$ cat config.mk
export PLATFORM = sky130hd
export DESIGN_NAME = cfg_reset_opt
export DESIGN_NICKNAME = d
export VERILOG_FILES = /design/src/mode_decode.v /design/src/cfg_reset_opt.v
export VERILOG_INCLUDE_DIRS = /design/src
export SDC_FILE = /design/constraint.sdc
export NUM_CORES = 1
export LEC_CHECK = 0
export BUFFER_PORTS_ARGS = -buffer_cell sky130_fd_sc_hd__buf_2
export CAP_MARGIN = 20
export CORE_UTILIZATION = 40
export DETAILED_ROUTE_END_ITERATION = 7
export GPL_TIMING_DRIVEN = 0
export PLACE_DENSITY_LB_ADDON = 0.15
export SETUP_SLACK_MARGIN = 0.1
export SYNTH_ARGS = -nofsm -noshare
export SYNTH_HDL_FRONTEND = slang
export SYNTH_SLANG_ARGS = --single-unit
$ cat constraint.sdc
create_clock -name clk_i -period 2.6 [get_ports clk_i]
set_input_delay 0.52 -clock clk_i [delete_from_list [all_inputs] [get_ports clk_i]]
set_output_delay 0.52 -clock clk_i [all_outputs]
set_load 0.005 [all_outputs]
$ cat src/cfg_reset_map.vh
// register offsets, field positions and reset values of the reset option decoder
`ifndef CFG_RESET_MAP_VH
`define CFG_RESET_MAP_VH
`define ADR_CFG_WORD 4'h0
`define ADR_BOR_CTRL 4'h1
`define ADR_CAUSE 4'h2
`define ADR_STATUS 4'h3
`define ADR_WDT_CTRL 4'h4
`define ADR_OPT_STAT 4'h5
`define CFG_CP_BIT 7
`define CFG_RPFS_BIT 6
`define CFG_PUTE_BIT 5
`define CFG_WATCHDOG_ENABLE_FIELD_HI 4
`define CFG_WATCHDOG_ENABLE_FIELD_LO 3
`define CFG_BORE_HI 10
`define CFG_BORE_LO 9
`define BORC_SWEN_BIT 7
`define BORC_FAST_BIT 6
`define BORC_RDY_BIT 0
`define WDTC_SWEN_BIT 0
`define WDTC_PS_HI 5
`define WDTC_PS_LO 1
`define MODE_OFF 2'h0
`define MODE_SW 2'h1
`define MODE_RUN 2'h2
`define MODE_ON 2'h3
`define BORC_WMASK 8'hc0
`define CAUSE_WMASK 8'hdf
`define STATUS_RMASK 8'h1f
`define WDTC_WMASK 8'h3f
`define CAUSE_RST 8'h00
`define WDTC_RST 8'h16
`define BORC_RST 8'h80
`define CFG_RST 14'h3fff
`endif

$ cat src/mode_decode.v
// decodes a two-bit enable field into an effective enable
`timescale 1ns/10ps
module mode_decode (
  input wire [1:0] field_i,  // enable field from the configuration word
  input wire sw_en_i,        // software enable bit
  input wire sleep_i,        // device in sleep
  output reg en_o            // effective enable
);
  `include "cfg_reset_map.vh"
  always @* begin
    case (field_i)
      `MODE_ON: en_o = 1'b1;
      `MODE_RUN: en_o = ~sleep_i;
      `MODE_SW: en_o = sw_en_i;
      default: en_o = 1'b0;
    endcase
  end
endmodule

$ cat src/cfg_reset_opt.v
// configuration word latch and reset option decoder with a wishbone register port
// Overview of operation
// - program memory is protected when the code-protect bit is 0 and unprotected when it is 1.
// - with low-voltage programming on, the pin-function bit is ignored and the pin stays a reset pin.
// - with low-voltage programming off and the pin-function bit at 1, the pin is the reset input with pull-up on.
// - with it off and the bit at 0, the pin is a digital input, reset is off, and the pull-up follows its port bit.
// - watchdog field 11 is always on, 01 follows the software enable, 00 is off.
// - watchdog field 10 runs the watchdog while executing and stops it in sleep.
// - unimplemented bits of the brown-out, cause, status and watchdog registers read 0.
//
// Decided for this implementation: register access over Wishbone and the register addresses.
`timescale 1ns/10ps
module cfg_reset_opt (
  input wire clk_i,               // 250 MHz clock
  input wire rst_i,               // synchronous reset, active high
  input wire [13:0] cfg_word_i,   // configuration word from nonvolatile memory
  input wire cfg_load_i,          // pulse: latch the configuration word
  input wire lvp_i,               // low-voltage programming enabled
  input wire sleep_i,             // device in sleep
  input wire pin_pullup_ctrl_i,   // port pull-up control bit of the shared pin
  input wire bor_ready_i,         // brown-out circuit ready
  input wire [7:0] cause_set_i,   // hardware set pulses for reset-cause flags
  input wire [4:0] status_i,      // core status flags
  input wire [31:0] adr_i,        // wishbone address
  input wire [31:0] dat_i,        // wishbone write data
  input wire [3:0] sel_i,         // wishbone byte selects
  input wire we_i,                // wishbone write
  input wire cyc_i,               // wishbone cycle
  input wire stb_i,               // wishbone strobe
  output reg [31:0] dat_o,        // wishbone read data
  output reg ack_o,               // wishbone acknowledge
  output reg code_protect_o,      // program memory protected
  output reg ext_reset_en_o,      // shared pin acts as external reset
  output reg pin_pullup_o,        // weak pull-up on the shared pin
  output reg watchdog_en_o,       // watchdog running
  output reg brownout_en_o,       // brown-out reset armed
  output reg powerup_timer_en_o   // power-up timer enabled
);
  `include "cfg_reset_map.vh"

  ////////////////////////////////////////////////////////////////////////
  // configuration latch and decode
  // index 0 of the mode channels is the watchdog, index 1 the brown-out reset
  localparam N_MODE = 2;

  reg [13:0] cfg_q;
  reg [7:0] borc_q;
  reg [7:0] cause_q;
  reg [7:0] wdtc_q;
  wire [2*N_MODE-1:0] mode_field_w;
  wire [N_MODE-1:0] mode_sw_w;
  wire [N_MODE-1:0] mode_en_w;
  wire rst_pin_w;
  // next values of the registered option outputs
  reg code_protect_d;
  reg ext_reset_en_d;
  reg pin_pullup_d;
  reg watchdog_en_d;
  reg brownout_en_d;
  reg powerup_timer_en_d;

  // the erased word is the safe default until loaded: no protection, and the
  // shared pin keeps its reset function so a blank part can still be reset
  always @(posedge clk_i) begin
    if (rst_i) begin
      cfg_q <= `CFG_RST;
    end else if (cfg_load_i) begin
      cfg_q <= cfg_word_i;
    end
  end

  ////////////////////////////////////////////////////////////////////////
  // enable mode decoders
  // both two-bit fields share one encoding, so one decoder serves each channel
  assign mode_field_w = {cfg_q[`CFG_BORE_HI:`CFG_BORE_LO], cfg_q[`CFG_WATCHDOG_ENABLE_FIELD_HI:`CFG_WATCHDOG_ENABLE_FIELD_LO]};
  assign mode_sw_w = {borc_q[`BORC_SWEN_BIT], wdtc_q[`WDTC_SWEN_BIT]};

  genvar ch;
  generate
    for (ch = 0; ch < N_MODE; ch = ch + 1) begin : g_mode
      mode_decode u_mode (
        .field_i(mode_field_w[2*ch+1:2*ch]),
        .sw_en_i(mode_sw_w[ch]),
        .sleep_i(sleep_i),
        .en_o(mode_en_w[ch])
      );
    end
  endgenerate

  ////////////////////////////////////////////////////////////////////////
  // option outputs
  // low-voltage programming makes the pin-function bit a don't-care
  assign rst_pin_w = lvp_i | cfg_q[`CFG_RPFS_BIT];

  always @* begin
    code_protect_d = ~cfg_q[`CFG_CP_BIT];
    ext_reset_en_d = rst_pin_w;
    // pull-up is forced while the pin is a reset pin, else the port bit owns it
    pin_pullup_d = rst_pin_w | pin_pullup_ctrl_i;
    watchdog_en_d = mode_en_w[0];
    brownout_en_d = mode_en_w[1];
    powerup_timer_en_d = ~cfg_q[`CFG_PUTE_BIT];
  end

  // registered so the reset, watchdog and protection logic never sees a decode
  // glitch; the price is one clock of lag after a load or a register write
  always @(posedge clk_i) begin
    if (rst_i) begin
      code_protect_o <= 1'b0;
      ext_reset_en_o <= 1'b1;
      pin_pullup_o <= 1'b1;
      watchdog_en_o <= 1'b0;
      brownout_en_o <= 1'b0;
      powerup_timer_en_o <= 1'b0;
    end else begin
      code_protect_o <= code_protect_d;
      ext_reset_en_o <= ext_reset_en_d;
      pin_pullup_o <= pin_pullup_d;
      watchdog_en_o <= watchdog_en_d;
      brownout_en_o <= brownout_en_d;
      powerup_timer_en_o <= powerup_timer_en_d;
    end
  end

  ////////////////////////////////////////////////////////////////////////
  // wishbone slave: one word per register, single-cycle answer
  wire req_w;
  wire wr_w;
  wire [29:0] idx_w;
  wire [7:0] borc_rd_w;
  wire [7:0] cause_rd_w;
  wire [7:0] status_rd_w;
  wire [7:0] wdtc_rd_w;
  wire [7:0] opt_rd_w;
  reg [7:0] rd_d;

  // an ack in flight blocks a second take of the same bus cycle
  assign req_w = cyc_i & stb_i & ~ack_o;
  // only byte lane zero carries register bits, so a write without it is dropped
  assign wr_w = req_w & we_i & sel_i[0];
  assign idx_w = adr_i[31:2];

  // unimplemented positions are masked on the way out as well as on the way in,
  // so a gap can never read back as 1 whatever the storage holds
  assign borc_rd_w = {borc_q[7:6], 5'h00, bor_ready_i};
  assign cause_rd_w = cause_q & `CAUSE_WMASK;
  assign status_rd_w = {3'h0, status_i} & `STATUS_RMASK;
  assign wdtc_rd_w = wdtc_q & `WDTC_WMASK;
  assign opt_rd_w = {2'h0, powerup_timer_en_o, brownout_en_o, watchdog_en_o,
                     pin_pullup_o, ext_reset_en_o, code_protect_o};

  // the configuration word is wider than a byte and is answered whole below
  always @* begin
    case (idx_w)
      {26'h0, `ADR_CFG_WORD}: rd_d = cfg_q[7:0];
      {26'h0, `ADR_BOR_CTRL}: rd_d = borc_rd_w;
      {26'h0, `ADR_CAUSE}: rd_d = cause_rd_w;
      {26'h0, `ADR_STATUS}: rd_d = status_rd_w;
      {26'h0, `ADR_WDT_CTRL}: rd_d = wdtc_rd_w;
      {26'h0, `ADR_OPT_STAT}: rd_d = opt_rd_w;
      default: rd_d = 8'h00;
    endcase
  end

  always @(posedge clk_i) begin
    if (rst_i) begin
      ack_o <= 1'b0;
      dat_o <= 32'h0000_0000;
    end else begin
      ack_o <= req_w;
      // upper six configuration bits sit in byte lane one
      if (req_w && idx_w == {26'h0, `ADR_CFG_WORD}) begin
        dat_o <= {18'h0, cfg_q};
      end else if (req_w) begin
        dat_o <= {24'h0, rd_d};
      end
    end
  end

  ////////////////////////////////////////////////////////////////////////
  // software registers
  localparam [7:0] CAUSE_IMPL = `CAUSE_WMASK;
  wire wr_borc_w;
  wire wr_wdtc_w;
  wire wr_cause_w;
  wire [7:0] cause_d;

  assign wr_borc_w = wr_w & (idx_w == {26'h0, `ADR_BOR_CTRL});
  assign wr_wdtc_w = wr_w & (idx_w == {26'h0, `ADR_WDT_CTRL});
  assign wr_cause_w = wr_w & (idx_w == {26'h0, `ADR_CAUSE});

  // the software brown-out enable resets to 1 so a field of 01 starts armed
  always @(posedge clk_i) begin
    if (rst_i) begin
      borc_q <= `BORC_RST;
    end else if (wr_borc_w) begin
      borc_q <= dat_i[7:0] & `BORC_WMASK;
    end
  end

  // watchdog period select and software enable; bits 7:6 do not exist
  always @(posedge clk_i) begin
    if (rst_i) begin
      wdtc_q <= `WDTC_RST;
    end else if (wr_wdtc_w) begin
      wdtc_q <= dat_i[7:0] & `WDTC_WMASK;
    end
  end

  // one slice per flag; a hardware set wins over a software write in the same
  // cycle, so a reset cause that lands while software rewrites the register is kept
  genvar fb;
  generate
    for (fb = 0; fb < 8; fb = fb + 1) begin : g_cause
      assign cause_d[fb] = CAUSE_IMPL[fb] & (cause_set_i[fb] | (wr_cause_w ? dat_i[fb] : cause_q[fb]));
    end
  endgenerate

  // the gap bit is held at 0 by its slice of cause_d
  always @(posedge clk_i) begin
    if (rst_i) begin
      cause_q <= `CAUSE_RST;
    end else begin
      cause_q <= cause_d;
    end
  end
endmodule

==> run metrics <==
status=completed; post_cts resized=0; CTS Hold Bufs=0; Crit Path Max Fanout=10; placeable core region=5960 um^2; Tightest Hold Check Type=in -> reg; synthesized area per cell=9.46 um^2; PwrDens=463 nW/um^2; H-tree Lvls=2; setup TNS=0 ns; commonest non-fill, non-tap cell in the layout=buf_2; Post-synth EDFFs=0; Max-cap violations=0; Vias/cell=between 5 and 6; commonest non-fill, non-tap cells in the layout=93 x buf_2, 50 x dfxtp_1, 26 x nand2_1; worst clock skew=a little over 0.007 ns; vias in the first global route=~2200; Worst Path Arrival=between 2 and 2.5 ns; DIE WIDTH=about 81 um; post-synth design cell area=approximately 2500 um^2; crit start category=input port; critical path type=in -> reg; Worst-Skew Late Latency=roughly 0.31 ns; die height=about 81 um; predominant post-synthesis flop cell=dfxtp_1; routed vias=~2300; TritonCTS Buffers=5; area of the die=6560 um^2; share of layout cells above drive strength 1=a little under two fifths; Routed Antenna Nets=0; final hold vios=0; setup bufs post-CTS=0; Fill cells=603; Setup-failing EPs final=0; Slowest-stage cell, CP=nor3_4; Tcrit/Tclk final=~77%; Syn-to-layout area delta=28.2%; DRT iter0 DRCs=84; Peak VDD IR=just over 0.0002 V; Synth async-reset ratio=0%; Synth Register Bits=50; drc violations=0; RSZ-0062 raised after global routing=false; relative slew slack=between 50% and 60%; # diodes=0; global-route wire length before repair=10100 um; clk buf depth=2; CTS Sinks=50; antenna violations before repair=0; Worst EP required=about 2.8 ns; DR WL/cell=around 14 um; number of I/O pins=about 140; minimum clock period=around 2.0 ns; largest net degree at the start of global routing=17; crit end category=register; CP cell instances=buf_2 -> nor4_2 -> nand4_2 -> buf_2 -> nor3_4 -> mux2i_1; grt total ovfl=0; IO buf count=between 90 and 100; Starting Density=41.9%; slowest stage delay, CP=roughly 0.45 ns; Leak=roughly 0.0015 uW; worst slew pin tran=roughly 0.73 ns; Slew Limit Fails=0; CTS clk-pin slew, worst paths=about 0.090 ns; WHS=0.393 ns; fraction of the yosys area taken by sequential cells=40.1%; utilization after layout=53.7%; drt total wl=around 6200 um; Mapped Cells=about 260; Final HPWL DP=between 4000 and 5000 um; CTS tree=done; maximum clock rate=500 MHz; first-pass iteration count of the detailed router=4; Synthesis Warnings=0; Cell variety after synth=between 40 and 50; NumNets Final=484; Crit path top cell by count=buf_2; Tot GR Track Use=approximately a fifth; Std-Cell Rows=28; CTS root buf=clkbuf_8; gpl congestion=approximately 0.83
==> power by group <==
group          switching [uW]  internal, uW  leakage, uW
registers                15.7           791     0.000410
logic                     101           114      0.00104
clock network             269           190    0.0000441
==> synthesized netlist by cell type (all sizes together) (6+ instances only) <==
cell / count / area share (%)
mux2: 10 / 4.5
inv: 10 / 1.5
nand3: 6 / 1.2
nor4: 19 / 6.3
nand2: 26 / 3.9
a22o: 6 / 2.1
o31a: 14 / 4.9
buf: 24 / 7.0
nor2: 10 / 1.5
dfxtp: 50 / 40
mux2i: 23 / 9.2
nor3: 6 / 2.1
clkbuf: 11 / 1.7
==> cell families after synthesis <==
| logic type | synth area share, % |
|---|---|
| buffers and inverters | 10.2 |
| flip-flops | 40.1 |
| AO/OA/AOI/OAI | 13.9 |
| multiplexers | 13.7 |
| AND/OR/NAND/NOR | 22.0 |
| other | 0.150 |
==> per-stage QoR <==
step | power (uW) | std cells | cell area [um^2] | setup WS [ns]
after global placement | 1040 | 447 | 3110 | 0.289
after detailed placement | 1040 | 447 | 3110 | 0.278
after CTS | 1490 | 455 | 3200 | 0.589
after global routing | 1550 | 455 | 3200 | 0.419
after floorplan | 948 | 281 | 2560 | 0.629
final | 1480 | 455 | 3200 | 0.601
==> metal layers <==
| layer | GRT usage [%] | part of all wire [%] |
|---|---|---|
| met5 | 0 | 0 |
| met4 | 6.07 | 0.91 |
| met3 | 4.94 | 7.3 |
| met2 | 33.5 | 46 |
| met1 | 26.5 | 46 |
==> worst max-delay path: cells and delay by family <==
| family | cells | cell delay, ns |
|---|---|---|
| muxes | 1 | 0.24 |
| and+or+nand+nor | 3 | 1.07 |
| buffers and inverters | 2 | 0.40 |
==> registers in the layout, summed over array words and instances, names as in the netlist <==
signal              flops
ack_o                   1
borc_q                  2
brownout_en_o           1
cause_q                 7
cfg_q                  14
code_protect_o          1
dat_o                  14
ext_reset_en_o          1
pin_pullup_o            1
powerup_timer_en_o      1
watchdog_en_o           1
wdtc_q                  6
==> area by class of cell <==
cell class                 instances  area, um^2  share of cell area (%)
timing repair buffer              91         455                    14.2
clock inverter                     3        21.3                   0.665
tap                               75        93.8                    2.93
multi-input combinational        186        1310                    40.8
clock buffer                       5        68.8                    2.15
sequential                        50        1000                    31.3
inverter                          10        37.5                    1.17
buffer                            35         216                    6.77
==> path summary, 6_finish.rpt <==
kind                                        start      endpoint  slack (ns)  cells after the start
worst max register to register              ack_o    cause_q[4]        0.68                      6
worst max-delay path                     adr_i[7]     wdtc_q[1]        0.60                      6
worst min register to register          wdtc_q[5]     wdtc_q[5]        0.46                      2
worst min-delay path            pin_pullup_ctrl_i  pin_pullup_o        0.39                      2
Power figures use the tool's default switching activity.
